## config.mk

```make
export PLATFORM = sky130hd
export DESIGN_NAME = osd_startup_ctrl
export DESIGN_NICKNAME = d
export VERILOG_FILES = /design/src/verilog/osd_pkg.sv /design/src/verilog/osd_edge_counter.sv /design/src/verilog/osd_startup_ctrl.sv
export VERILOG_INCLUDE_DIRS = /design/src /design/src/verilog
export SDC_FILE = /design/constraint.sdc
export NUM_CORES = 1
export LEC_CHECK = 0
export BUFFER_PORTS_ARGS = -buffer_cell sky130_fd_sc_hd__buf_2
export CORE_ASPECT_RATIO = 0.6
export CORE_MARGIN = 3
export CORE_UTILIZATION = 30
export CTS_BUF_LIST = sky130_fd_sc_hd__clkbuf_16
export CTS_CLUSTER_DIAMETER = 50
export CTS_CLUSTER_SIZE = 14
export DETAILED_ROUTE_END_ITERATION = 8
export SYNTH_ARGS = -nofsm -noshare
export SYNTH_HDL_FRONTEND = slang
export SYNTH_SLANG_ARGS = --single-unit
```

## constraint.sdc

```tcl
create_clock -name clk -period 2.1 [get_ports clk]
set_input_delay 0.21 -clock clk [delete_from_list [all_inputs] [get_ports clk]]
set_output_delay 0.21 -clock clk [all_outputs]
set_load 0.01 [all_outputs]
```

## src/verilog/osd_consts.svh

```systemverilog
// Purpose: constants of the oscillator start-up delay control
// Assumes: 40 MHz clk, Avalon-MM byte addresses, 32-bit data
// Notes: included by the controller module and the testbench
//
// Notes on behaviour
// RULE1: crystal modes count 1024 oscillator input edges
// RULE2: execution held while start-up count runs
// RULE3: low-gain shared-oscillator sleep wake skips the count
// RULE4: watchdog held in reset during the count
// RULE5: internal, clock-input, resistor-capacitor wakes get 10 us delay
// RULE6: switch to crystal mode runs full count
// RULE7: switch to clock-input or resistor-capacitor adds 10 us
// RULE8: external clock mode never runs the count
// RULE9: fully static logic, stopped clock keeps state
// RULE10: external clock mode frees port A bit 6
// RULE11: mode selects amplifier gain low, medium, high
// RULE12: low-gain oscillator shared, runs in sleep if enabled
// RULE13: trim changes settle gradually, software must wait
// RULE14: mode codes low 000, medium 001, high 010
// RULE15: external clock flag 1 external, 0 internal
// RULE16: fixed delay timed by low-frequency oscillator counter; code counts 400 clk cycles plus one low-frequency edge
`ifndef OSD_CONSTS_SVH
`define OSD_CONSTS_SVH

`define OSD_ADDR_CTRL       4'h0
`define OSD_ADDR_TRIM       4'h4
`define OSD_ADDR_STATUS     4'h8

`define OSD_MODE_LOWG       3'h0
`define OSD_MODE_MEDG       3'h1
`define OSD_MODE_HIGHG      3'h2
`define OSD_MODE_EXTC       3'h3
`define OSD_MODE_RCAP       3'h4
`define OSD_MODE_RCAP_IO    3'h5
`define OSD_MODE_INT        3'h6
`define OSD_MODE_INTIO      3'h7

`define OSD_CTRL_MODE_LSB   0
`define OSD_CTRL_MODE_MSB   2
`define OSD_CTRL_SECEN_BIT  4
`define OSD_CTRL_CSEL_BIT   5
`define OSD_CTRL_WDTEN_BIT  6
`define OSD_CTRL_SLEEP_BIT  7
`define OSD_STAT_EXT_BIT    0
`define OSD_STAT_HOLD_BIT   1
`define OSD_STAT_WDTH_BIT   2
`define OSD_TRIM_MSB        4

`define OSD_MODE_RST        3'h0
`define OSD_TRIM_RST        5'h00

`define OSD_CLK_PERIOD_NS   25
`define OSD_FIXED_DELAY_NS  10000
`define OSD_FIXED_DELAY_CYC ((`OSD_FIXED_DELAY_NS + `OSD_CLK_PERIOD_NS - 1) / `OSD_CLK_PERIOD_NS)
`define OSD_XTAL_EDGES      1024
`define OSD_LF_EDGES        1

`endif

```

## src/verilog/osd_pkg.sv

```systemverilog
// Purpose: types of the oscillator start-up delay control
// Assumes: constants come from osd_consts.svh
// Notes: carriers for the bus and the block state
package osd_pkg;

    typedef struct packed {
        logic        read;
        logic        write;
        logic [3:0]  address;
        logic [31:0] writedata;
    } osd_avm_req_t;

    typedef enum logic [1:0] {
        OSD_GAIN_OFF,
        OSD_GAIN_LOW,
        OSD_GAIN_MED,
        OSD_GAIN_HIGH
    } osd_gain_t;

    typedef enum logic [2:0] {
        OSD_ST_PWRUP,
        OSD_ST_XTAL,
        OSD_ST_DELAY,
        OSD_ST_RUN,
        OSD_ST_SLEEP
    } osd_state_t;

    typedef struct packed {
        logic       wdt_en;
        logic       clk_sel;
        logic       sec_en;
        logic [2:0] mode;
    } osd_ctrl_t;

endpackage

```

## src/verilog/osd_edge_counter.sv

```systemverilog
// Purpose: counts tick pulses up to a terminal value
// Assumes: tick is a one-cycle pulse in clk
// Notes: done stays high until clear
`timescale 1ns/10ps
module osd_edge_counter #(
    parameter int WIDTH    = 11,
    parameter int TERMINAL = 1024
) (
    input  wire logic clk,
    input  wire logic rst_n,
    input  wire logic clear,
    input  wire logic tick,
    output logic      done
);

    typedef struct packed {
        logic [WIDTH-1:0] count;
        logic             done;
    } osd_cnt_state_t;

    osd_cnt_state_t st_reg;
    osd_cnt_state_t st_next;

    always_comb begin
        st_next = st_reg;
        if (clear) begin
            st_next.count = '0;
            st_next.done  = 1'b0;
        end else if (tick && !st_reg.done) begin
            st_next.count = st_reg.count + WIDTH'(1);
            if (st_reg.count == WIDTH'(TERMINAL - 1)) begin
                st_next.done = 1'b1;
            end
        end
    end

    always_ff @(posedge clk or negedge rst_n) begin
        if (!rst_n) begin
            st_reg <= '0;
        end else begin
            st_reg <= st_next;
        end
    end

    assign done = st_reg.done;

endmodule

```

## src/verilog/osd_startup_ctrl.sv

```systemverilog
// Purpose: start-up delay control of the system oscillator
// Assumes: pins synchronous to clk; Avalon-MM slave with waitrequest
// Notes: oscillator and low-frequency inputs are sampled levels
//
// Chosen here: the address map and the Avalon-MM register port.
`timescale 1ns/10ps
`include "osd_consts.svh"
module osd_startup_ctrl (
    input  wire logic                 clk,
    input  wire logic                 resetn,
    input  wire osd_pkg::osd_avm_req_t avm_req,
    output logic [31:0]               avm_readdata,
    output logic                      avm_waitrequest,
    input  wire logic                 oscillator_input_pin,
    input  wire logic                 low_freq_internal_osc,
    input  wire logic                 power_up_delay_timer_enable,
    input  wire logic                 power_up_delay_timer_expired,
    input  wire logic                 wake_event,
    output logic                      cpu_hold,
    output logic                      watchdog_counter_reset,
    output logic                      watchdog_counter_run,
    output logic [1:0]                amp_gain,
    output logic                      port_a_bit6_pin_gpio,
    output logic                      shared_osc_run_in_sleep,
    output logic                      external_clock_active_flag,
    output logic [4:0]                trim_value
);

    ////////////////////////////////////////////////////////////////////
    // reset release through two flip-flops

    logic rst_meta_reg;
    logic rst_n;

    always_ff @(posedge clk or negedge resetn) begin
        if (!resetn) begin
            rst_meta_reg <= 1'b0;
            rst_n        <= 1'b0;
        end else begin
            rst_meta_reg <= 1'b1;
            rst_n        <= rst_meta_reg;
        end
    end

    ////////////////////////////////////////////////////////////////////
    // block state

    typedef struct packed {
        osd_pkg::osd_state_t state;
        osd_pkg::osd_ctrl_t  ctrl;
        logic [4:0]          trim;
        logic                ext_flag;
        logic                osc_prev;
        logic                lf_prev;
        logic                waitrequest;
        logic [31:0]         readdata;
        logic                cpu_hold;
        logic                wdt_reset;
        logic                wdt_run;
        osd_pkg::osd_gain_t  gain;
        logic                pa6_gpio;
        logic                osc_sleep_run;
    } osd_state_reg_t;

    osd_state_reg_t st_reg;
    osd_state_reg_t st_next;

    logic xtal_done;
    logic dly_done;
    logic lf_done;
    logic osc_rise;
    logic lf_rise;
    logic cnt_xtal_clear;
    logic cnt_dly_clear;

    assign osc_rise       = oscillator_input_pin && !st_reg.osc_prev;
    assign lf_rise        = low_freq_internal_osc && !st_reg.lf_prev;
    assign cnt_xtal_clear = st_reg.state != osd_pkg::OSD_ST_XTAL;
    assign cnt_dly_clear  = st_reg.state != osd_pkg::OSD_ST_DELAY;

    ////////////////////////////////////////////////////////////////////
    // start-up counters

    // crystal start-up count of oscillator input edges
    osd_edge_counter #(.WIDTH(11), .TERMINAL(`OSD_XTAL_EDGES)) u_xtal_cnt ( // RULE1
        .clk   (clk),
        .rst_n (rst_n),
        .clear (cnt_xtal_clear),
        .tick  (osc_rise),
        .done  (xtal_done)
    );

    // fixed delay in system clock cycles
    osd_edge_counter #(.WIDTH(9), .TERMINAL(`OSD_FIXED_DELAY_CYC)) u_dly_cnt ( // RULE5
        .clk   (clk),
        .rst_n (rst_n),
        .clear (cnt_dly_clear),
        .tick  (1'b1),
        .done  (dly_done)
    );

    // one rising edge of the low-frequency input must also arrive before the fixed delay ends
    osd_edge_counter #(.WIDTH(2), .TERMINAL(`OSD_LF_EDGES)) u_lf_cnt ( // RULE16
        .clk   (clk),
        .rst_n (rst_n),
        .clear (cnt_dly_clear),
        .tick  (lf_rise),
        .done  (lf_done)
    );

    ////////////////////////////////////////////////////////////////////
    // next state

    logic       is_xtal;
    logic       ext_sel;
    logic       special;
    logic       bus_req;
    logic       wr_ok;
    logic [2:0] wmode;
    logic       wscs;

    always_comb begin
        st_next = st_reg;
        is_xtal = st_reg.ctrl.mode == `OSD_MODE_LOWG || st_reg.ctrl.mode == `OSD_MODE_MEDG
                  || st_reg.ctrl.mode == `OSD_MODE_HIGHG; // RULE14
        ext_sel = !st_reg.ctrl.clk_sel && st_reg.ctrl.mode != `OSD_MODE_INT
                  && st_reg.ctrl.mode != `OSD_MODE_INTIO;
        special = st_reg.ctrl.mode == `OSD_MODE_LOWG && st_reg.ctrl.sec_en
                  && !st_reg.ctrl.clk_sel && st_reg.ext_flag;
        bus_req = avm_req.read || avm_req.write;
        wr_ok   = avm_req.write && !st_reg.waitrequest;
        wmode   = avm_req.writedata[`OSD_CTRL_MODE_MSB:`OSD_CTRL_MODE_LSB];
        wscs    = avm_req.writedata[`OSD_CTRL_CSEL_BIT];
        st_next.osc_prev = oscillator_input_pin;
        st_next.lf_prev  = low_freq_internal_osc;

        // bus: one wait cycle, then the answer for one cycle
        if (bus_req && st_reg.waitrequest) begin
            st_next.waitrequest = 1'b0;
            case (avm_req.address)
                `OSD_ADDR_CTRL: begin
                    st_next.readdata = 32'h0;
                    st_next.readdata[`OSD_CTRL_MODE_MSB:`OSD_CTRL_MODE_LSB] = st_reg.ctrl.mode;
                    st_next.readdata[`OSD_CTRL_SECEN_BIT] = st_reg.ctrl.sec_en;
                    st_next.readdata[`OSD_CTRL_CSEL_BIT]  = st_reg.ctrl.clk_sel;
                    st_next.readdata[`OSD_CTRL_WDTEN_BIT] = st_reg.ctrl.wdt_en;
                end
                `OSD_ADDR_TRIM: st_next.readdata = {27'h0, st_reg.trim};
                `OSD_ADDR_STATUS: begin
                    st_next.readdata = 32'h0;
                    st_next.readdata[`OSD_STAT_EXT_BIT]  = st_reg.ext_flag; // RULE15
                    st_next.readdata[`OSD_STAT_HOLD_BIT] = st_reg.cpu_hold;
                    st_next.readdata[`OSD_STAT_WDTH_BIT] = st_reg.wdt_reset;
                end
                default: st_next.readdata = 32'h0;
            endcase
        end else begin
            st_next.waitrequest = 1'b1;
        end

        // trim takes effect on the oscillator gradually, outside this block
        if (wr_ok && avm_req.address == `OSD_ADDR_TRIM) begin
            st_next.trim = avm_req.writedata[`OSD_TRIM_MSB:0];
        end

        case (st_reg.state)
            osd_pkg::OSD_ST_PWRUP: begin
                if (!power_up_delay_timer_enable || power_up_delay_timer_expired) begin // RULE1
                    st_next.ext_flag = 1'b0;
                    if (ext_sel && is_xtal) begin
                        st_next.state = osd_pkg::OSD_ST_XTAL; // RULE1
                    end else begin
                        st_next.state = osd_pkg::OSD_ST_DELAY; // RULE5 RULE7 RULE8
                    end
                end
            end
            osd_pkg::OSD_ST_XTAL: begin
                if (xtal_done) begin
                    st_next.state    = osd_pkg::OSD_ST_RUN;
                    st_next.ext_flag = ext_sel; // RULE15
                end
            end
            osd_pkg::OSD_ST_DELAY: begin
                if (dly_done && lf_done) begin // RULE16
                    st_next.state    = osd_pkg::OSD_ST_RUN;
                    st_next.ext_flag = ext_sel; // RULE15
                end
            end
            osd_pkg::OSD_ST_RUN: begin
                if (wr_ok && avm_req.address == `OSD_ADDR_CTRL) begin
                    st_next.ctrl.mode   = wmode;
                    st_next.ctrl.sec_en = avm_req.writedata[`OSD_CTRL_SECEN_BIT];
                    st_next.ctrl.clk_sel = wscs;
                    st_next.ctrl.wdt_en = avm_req.writedata[`OSD_CTRL_WDTEN_BIT];
                    if (avm_req.writedata[`OSD_CTRL_SLEEP_BIT]) begin
                        st_next.state    = osd_pkg::OSD_ST_SLEEP;
                        // selecting the internal source on the way into sleep drops the flag too
                        st_next.ext_flag = st_reg.ext_flag && !wscs; // RULE15
                    end else if (wscs) begin
                        st_next.ext_flag = 1'b0; // RULE15
                    end else if (st_reg.ctrl.clk_sel || wmode != st_reg.ctrl.mode) begin
                        // leaving the internal source, or changing the mode code with it deselected
                        st_next.ext_flag = 1'b0;
                        if (wmode == `OSD_MODE_LOWG || wmode == `OSD_MODE_MEDG || wmode == `OSD_MODE_HIGHG) begin
                            st_next.state = osd_pkg::OSD_ST_XTAL; // RULE6
                        end else begin
                            st_next.state = osd_pkg::OSD_ST_DELAY; // RULE7
                        end
                    end
                end
            end
            osd_pkg::OSD_ST_SLEEP: begin
                if (wake_event) begin
                    if (ext_sel && is_xtal && !special) begin
                        st_next.state    = osd_pkg::OSD_ST_XTAL; // RULE1
                        st_next.ext_flag = 1'b0;
                    end else begin
                        st_next.state = osd_pkg::OSD_ST_DELAY; // RULE3 RULE5
                    end
                end
            end
            default: st_next.state = osd_pkg::OSD_ST_PWRUP;
        endcase

        st_next.cpu_hold  = st_next.state != osd_pkg::OSD_ST_RUN; // RULE2
        st_next.wdt_reset = st_next.state == osd_pkg::OSD_ST_XTAL; // RULE4
        st_next.wdt_run   = st_next.ctrl.wdt_en && st_next.state != osd_pkg::OSD_ST_XTAL
                            && st_next.state != osd_pkg::OSD_ST_PWRUP; // RULE4
        case (st_next.ctrl.mode)
            `OSD_MODE_LOWG:  st_next.gain = osd_pkg::OSD_GAIN_LOW; // RULE11
            `OSD_MODE_MEDG:  st_next.gain = osd_pkg::OSD_GAIN_MED; // RULE11
            `OSD_MODE_HIGHG: st_next.gain = osd_pkg::OSD_GAIN_HIGH; // RULE11
            default:         st_next.gain = osd_pkg::OSD_GAIN_OFF;
        endcase
        st_next.pa6_gpio = st_next.ctrl.mode == `OSD_MODE_EXTC || st_next.ctrl.mode == `OSD_MODE_RCAP_IO
                           || st_next.ctrl.mode == `OSD_MODE_INTIO; // RULE10
        st_next.osc_sleep_run = st_next.ctrl.mode == `OSD_MODE_LOWG && st_next.ctrl.sec_en; // RULE12
    end

    ////////////////////////////////////////////////////////////////////
    // state register; plain edge-triggered storage keeps all state when clk stops

    always_ff @(posedge clk or negedge rst_n) begin // RULE9
        if (!rst_n) begin
            st_reg             <= '0;
            st_reg.state       <= osd_pkg::OSD_ST_PWRUP;
            st_reg.ctrl.mode   <= `OSD_MODE_RST;
            st_reg.trim        <= `OSD_TRIM_RST;
            st_reg.waitrequest <= 1'b1;
            st_reg.cpu_hold    <= 1'b1;
        end else begin
            st_reg <= st_next;
        end
    end

    assign avm_readdata               = st_reg.readdata;
    assign avm_waitrequest            = st_reg.waitrequest;
    assign cpu_hold                   = st_reg.cpu_hold;
    assign watchdog_counter_reset     = st_reg.wdt_reset;
    assign watchdog_counter_run       = st_reg.wdt_run;
    assign amp_gain                   = st_reg.gain;
    assign port_a_bit6_pin_gpio       = st_reg.pa6_gpio;
    assign shared_osc_run_in_sleep    = st_reg.osc_sleep_run;
    assign external_clock_active_flag = st_reg.ext_flag;
    assign trim_value                 = st_reg.trim;
endmodule

```

==> impl_metrics.csv, run 1 <==
group,metric,value,unit
route,wl_per_cell,14.0,um
floorplan,die_x,138,um
power,pwr-share-seq,39.3,%
power,switching_share,29.8,%
global_route,grt_pass1_wl,10900,um
power,power.density_cell_area,1050,nW/um^2
timing,clock.fmax,499,MHz
place,hpwlAfterDp,4940,um
cts,max-clock-path-buffers,2,
logic_synthesis,ys_seq_area_share,47.5,%
logic_synthesis,postSynthAreaPerCell,10.2,um^2
route,vias,2176,
route,firstDrtPassIters,4,
floorplan,core,9980,um^2
global_route,grt_use_total,12.2,%
worst_setup_path,r2r_slack,0.23,ns
cts,clk_latency,0.33,ns
logic_synthesis,ys_types,53,
route,viasPerCell,4.55,
worst_setup_path,r2r-end,"u_xtal_cnt.st_reg[11]$_DFFE_PN0P_",
flow_run,cap_violations,0,
run_status,status,"finished clean",
timing,rsz0062_at_grt,"no",
power,peakVddDrop,0.404,mV
floorplan,die_height,84.9,um
cts,cts_tree,"yes",
place,detailedPlace.worstSlack,0.153,ns
floorplan,io_pins,91,
timing,period_share,95.4,%
worst_setup_path,path_class,"input pin to flip-flop",
layout,drive_gt1_share,24.2,%
timing,tns,0,ns
cts,cts.clk_slew.worst_paths,0.05,ns
timing,skew,0.00836,ns
worst_hold_path,min_path_type,"input pin to flip-flop",
global_route,antenna_found_initial,1,
timing,slew-limit-headroom,47.5,%
power,pwr-share-clk,39.5,%
worst_setup_path,cp.arrival,2.21,ns
worst_setup_path,reg2reg_depth,5,
timing,setup_ws,0.0966,ns
cts,cts_buffers,9,
global_route,grt_max_degree,37,
worst_setup_path,worst_ep_required_time,2.30,ns
cts,cts-resized-gates,0,
route,first_iter_violations,146,
place,port_buffers,41,
layout,areaGrowthSynthToFinish,16.5,%
power,p_int,2.68,mW
layout,final_nets,386,
worst_setup_path,startpoint_type,"input pin",
logic_synthesis,ys_warn_count,0,
timing,slew_violations,0,
worst_setup_path,worst_setup_path_end_kind,"flip-flop",
route,postRouteAntennaNets,0,
logic_synthesis,synthArstFlopShare,100,%
logic_synthesis,synthesis.area,3110,um^2
timing,setup_violations,0,
route,route.detailed.drc,0,
power,combPwrFrac,21.3,%
worst_setup_path,r2r-start,"u_xtal_cnt.done$_DFFE_PN0P_",
cts,cts.sinks,59,
layout,diodes,0,
logic_synthesis,synth_edf_count,0,
floorplan,std_cell_rows,28,
global_route,grt.overflow.total,0,
route,drt-total-wl,6670,um
logic_synthesis,synth_ff_type,"dfrtp_1",
cts,root_buffer,"clkbuf_16",
power,switchingPower,1.14,mW
cts,htreeDepth,3,
worst_setup_path,worstSetupStartpoint,"oscillator_input_pin",
cts,post_cts_buffers,0,
place,gp_congestion,0.833,
worst_setup_path,crit_fanout,3,
global_route,grt_pass1_vias,2131,
worst_setup_path,crit_end,"u_xtal_cnt.st_reg[11]$_DFFE_PN0P_",
timing,tightestPinTransition,0.779,ns
logic_synthesis,synth-seq-cells,59,
logic_synthesis,synthCells,304,
timing,finalCriticalPeriod,2.00,ns
power,leakagePower,1.69,nW
floorplan,dieArea,11700,um^2
floorplan,initial_core_util,31.2,%
timing,finalHoldViolations,0,
[metrics by stage]
stage	util, %	hold WS (ns)	total power [mW]	instance area [um^2]	instances
4_1_cts	36.3	0.0121	3.85	3630	478
3_3_place_gp	33.1	-0.00338	2.29	3300	460
3_5_place_dp	33.1	-0.00116	2.31	3300	460
6_report	36.3	0.0223	3.82	3630	478
2_1_floorplan	-	-0.0856	2.13	3200	328
5_1_grt	36.3	0.0190	4.05	3630	478
[cell type report]
class | instances | area, um^2
Inverter | 8 | 30.0
Tap cell | 135 | 169
Fill cell | 1009 | 6360
Timing Repair Buffer | 50 | 303
Clock buffer | 9 | 225
Clock inverter | 7 | 82.6
Sequential cell | 59 | 1480
Multi-Input combinational cell | 210 | 1340
[worst min-delay path by stage]
stage	startpoint	endpoint	slack [ns]	cells past startpoint
CTS	low_freq_internal_osc	st_reg[40]$_DFF_PN0_	0.01	1
global route	low_freq_internal_osc	st_reg[40]$_DFF_PN0_	0.02	1
finish	low_freq_internal_osc	st_reg[40]$_DFF_PN0_	0.02	1
detailed placement	resetn	rst_meta_reg$_DFF_PN0_	-0.001	1
floorplan	resetn	rst_meta_reg$_DFF_PN0_	-0.09	0
global placement	resetn	rst_meta_reg$_DFF_PN0_	-0.003	1
[per-layer routing]
layer | track usage (%) | wire length (um)
met1 | 17.7 | 3400
met4 | 4.62 | 114
met3 | 4.62 | 381
met5 | 0 | 13
met2 | 16.2 | 2760
[worst max-delay path: stages]
cell and delay, ns:
dlygate4sd3_1 0.53, buf_2 0.11, or3b_2 0.48, nor3_1 0.44, nand3_1 0.20, xor2_1 0.18
nor2_1 0.06
[placed cells by master (no fill, tap or decap), drive strengths merged, types with 2 or more instances in the layout]
cell,n
mux2,9
bufinv,2
buf,48
nand2,16
or2,2
clkinv,5
dlygate4sd3,2
nor2,34
nor4,4
nor3,5
clkbuf,9
nand4,4
nor2b,4
conb,26
a21oi,8
and3,2
nor4b,3
o21a,2
nand2b,4
or3b,2
nand3,8
nor3b,2
o211ai,3
dfstp,2
inv,8
xnor2,7
a31oi,3
mux2i,8
xor2,16
a221oi,2
dfrtp,57
o21ai,9
a22o,7
ha,3
[synth_stat cells (2+ instances only)]
master	count	area share [%]
nor4_1	4	0.80
nor3b_1	2	0.48
buf_6	2	0.72
ha_1	3	1.2
mux2_2	9	3.3
nand4_1	4	0.80
xnor2_1	7	2.0
a21oi_1	8	1.3
a31oi_1	3	0.60
o211ai_1	3	0.72
nand2_1	16	1.9
inv_1	8	0.96
nor2b_1	4	0.80
nor4b_1	3	0.84
mux2i_1	8	2.6
o21ai_0	8	1.3
a221oi_1	2	0.56
nor3_1	4	0.64
dfrtp_1	57	46
buf_4	39	9.4
nor2_1	34	4.1
conb_1	2	0.24
xor2_1	16	4.5
dfstp_2	2	1.7
a22o_1	7	2.0
or2_2	2	0.40
clkbuf_2	2	0.32
or3b_2	2	0.56
o21a_1	2	0.48
clkbuf_1	7	0.84
nand2b_1	4	0.80
and3_1	2	0.40
nand3_1	8	1.3
[what timing repair did]
item,CTS,global route
setup endpoints to repair,0,0
endpoints found under the hold margin,3,0
hold buffers,2,0
[cells by family after synthesis]
| family | after synthesis | share of synthesized area, % |
|---|---|---|
| simple gates | 97 | 16.4 |
| flops | 59 | 47.5 |
| buf+inv | 59 | 12.4 |
| compound gates | 44 | 9.92 |
| xor+xnor | 23 | 6.47 |
| mux | 17 | 5.83 |
| fa+ha+maj | 3 | 1.21 |
| other cells | 2 | 0.241 |
[power by group through the flow]
stage	Clock [mW]	Sequential, mW	Combinational (mW)
6_report	1.51	1.50	0.811
5_1_grt	1.62	1.53	0.907
4_1_cts	1.55	1.49	0.813
3_5_place_dp	0	1.51	0.802
3_3_place_gp	0	1.51	0.787
2_1_floorplan	0	1.44	0.690
(Power assumes the default switching activity.)
==> run 2, diff against run 1 <==
--- a/config.mk
+++ b/config.mk
@@ -6,7 +6,6 @@
 export SDC_FILE = /design/constraint.sdc
 export NUM_CORES = 1
 export LEC_CHECK = 0
-export BUFFER_PORTS_ARGS = -buffer_cell sky130_fd_sc_hd__buf_2
 export CORE_ASPECT_RATIO = 0.6
 export CORE_MARGIN = 3
 export CORE_UTILIZATION = 30
@@ -14,6 +13,7 @@
 export CTS_CLUSTER_DIAMETER = 50
 export CTS_CLUSTER_SIZE = 14
 export DETAILED_ROUTE_END_ITERATION = 8
+export DONT_BUFFER_PORTS = 1
 export SYNTH_ARGS = -nofsm -noshare
 export SYNTH_HDL_FRONTEND = slang
 export SYNTH_SLANG_ARGS = --single-unit
==> impl_metrics.csv, run 2 (synthesis results as in run 1) <==
group,metric,value,unit
place,gp_congestion,0.800,
place,hpwlAfterDp,4800,um
timing,finalCriticalPeriod,1.81,ns
global_route,grt_max_degree,34,
floorplan,die_height,84.9,um
timing,tightestPinTransition,0.754,ns
global_route,grt_pass1_wl,10400,um
worst_setup_path,r2r-start,"st_reg[54]$_DFF_PN0_",
cts,cts.sinks,59,
global_route,grt_use_total,11.7,%
layout,regArea,1480,um^2
place,detailedPlace.worstSlack,0.286,ns
worst_hold_path,min_from,"avm_req[7]",
flow_run,cap_violations,0,
worst_setup_path,startpoint_type,"flip-flop",
worst_hold_path,min_to,"st_reg[56]$_DFF_PN0_",
layout,diodes,0,
route,viasPerCell,4.59,
cts,cts-resized-gates,0,
global_route,grt_pass1_vias,1996,
power,peakVddDrop,0.473,mV
cts,cts_buffers,9,
layout,final_nets,347,
power,leakagePower,1.51,nW
cts,clk_latency,0.33,ns
worst_setup_path,slowest_delay,0.49,ns
timing,period_share,86.2,%
worst_setup_path,cp.arrival,2.03,ns
timing,slew_violations,0,
worst_setup_path,r2r_slack,0.29,ns
floorplan,die_x,138,um
timing,skew,0.00600,ns
cts,max-clock-path-buffers,2,
place,port_buffers,0,
global_route,antenna_found_initial,0,
cts,post_cts_buffers,0,
route,firstDrtPassIters,5,
cts,cts_tree,"yes",
timing,rsz0062_at_grt,"no",
power,power.density_cell_area,1050,nW/um^2
timing,tns,0,ns
floorplan,io_pins,91,
cts,root_buffer,"clkbuf_16",
timing,finalHoldViolations,0,
layout,fillCellCount,1000,
layout,drive_gt1_share,13.8,%
global_route,grt.overflow.total,0,
timing,setup_violations,0,
worst_setup_path,worst_ep_required_time,2.32,ns
run_status,status,"finished clean",
route,postRouteAntennaNets,0,
route,wl_per_cell,14.6,um
floorplan,std_cell_rows,28,
worst_setup_path,crit_fanout,12,
worst_setup_path,r2r-end,"port_a_bit6_pin_gpio$_DFF_PN0_",
layout,areaGrowthSynthToFinish,9.84,%
floorplan,dieArea,11700,um^2
worst_setup_path,reg2reg_depth,6,
worst_setup_path,crit_slowest_cell,"dfrtp_1",
route,drt-total-wl,6420,um
worst_setup_path,path_class,"flip-flop to flip-flop",
cts,htreeDepth,3,
cts,cts.clk_slew.worst_paths,0.05,ns
timing,slew-limit-headroom,49.2,%
layout,multi_input_area,1340,um^2
timing,setup_ws,0.290,ns
layout,final_common_cell,"dfrtp_1",
layout,layout_common_cells,"dfrtp_1 (56), nor2_1 (34), conb_1 (26)",
worst_hold_path,min_path_type,"input pin to flip-flop",
timing,clock.fmax,552,MHz
route,route.detailed.drc,0,
worst_setup_path,worst_setup_path_end_kind,"flip-flop",
worst_setup_path,cp_cell_sequence,"nand3b_1 -> nor3_4 -> buf_12 -> mux2i_1 -> inv_1 -> o21a_1",
worst_hold_path,whs_path_depth,2,
floorplan,core,9980,um^2
route,first_iter_violations,112,
route,vias,2014,
floorplan,initial_core_util,31.2,%
==> run 2: power breakdown <==
group / leakage [nW] / switching (mW) / internal [mW]
Sequential: 0.782 / 0.249 / 1.31
Combinational: 0.583 / 0.365 / 0.284
Clock: 0.144 / 0.493 / 0.900
==> run 2: worst max-delay path: cells and delay by family, from the launching register on <==
family                 cells  cell delay, ns
AO/OA/AOI/OAI              1            0.18
AND/OR/NAND/NOR            2            0.48
buffers and inverters      2            0.27
flip-flops                 1            0.49
multiplexers               1            0.28
==> run 2: worst max path at each step <==
stage | start | depth (start not counted) | slack, ns | end
global placement | avm_req[33] | 5 | 0.30 | port_a_bit6_pin_gpio$_DFF_PN0_
CTS | u_xtal_cnt.done$_DFFE_PN0P_ | 5 | 0.28 | u_xtal_cnt.st_reg[11]$_DFFE_PN0P_
floorplan | rst_n$_DFF_PN0_ | 0 | 0.34 | amp_gain[0]$_DFF_PN0_
global route | u_xtal_cnt.done$_DFFE_PN0P_ | 5 | 0.09 | u_xtal_cnt.done$_DFFE_PN0P_
detailed placement | avm_req[33] | 5 | 0.29 | port_a_bit6_pin_gpio$_DFF_PN0_
finish | st_reg[54]$_DFF_PN0_ | 6 | 0.29 | port_a_bit6_pin_gpio$_DFF_PN0_
==> run 2: stage by stage <==
step | area [um^2] | hold slack (ns) | power [mW] | instances | util (%)
floorplan | 3200 | -0.0856 | 2.13 | 328 | -
global placement | 3100 | -0.0855 | 2.19 | 419 | 31.0
CTS | 3420 | 0.00143 | 3.64 | 439 | 34.3
global route | 3420 | 0.00112 | 3.79 | 439 | 34.3
detailed placement | 3100 | -0.0855 | 2.21 | 419 | 31.0
finish | 3420 | 0.0199 | 3.60 | 439 | 34.3
==> run 2: final cells by class <==
type,count,area share (%)
sequential,59,43.3
multi-input combinational,210,39.1
clock buffer,9,6.58
tap,135,4.94
timing repair buffer,11,3.44
clock inverter,7,1.76
inverter,8,0.878
==> run 2: routing by layer <==
layer / GRT usage, % / part of all wire, % / vias up
met5: 0 / 0 / -
met4: 4.08 / 0.90 / 0
met3: 5.86 / 7.4 / 8
met2: 15.0 / 42 / 45
met1: 16.8 / 49 / 981
li1: - / - / 980
==> run 2: repair_timing <==
item                       CTS  global route
setup endpoints to repair    0             0
hold buffers                 4             0
hold endpoints to repair     5             0
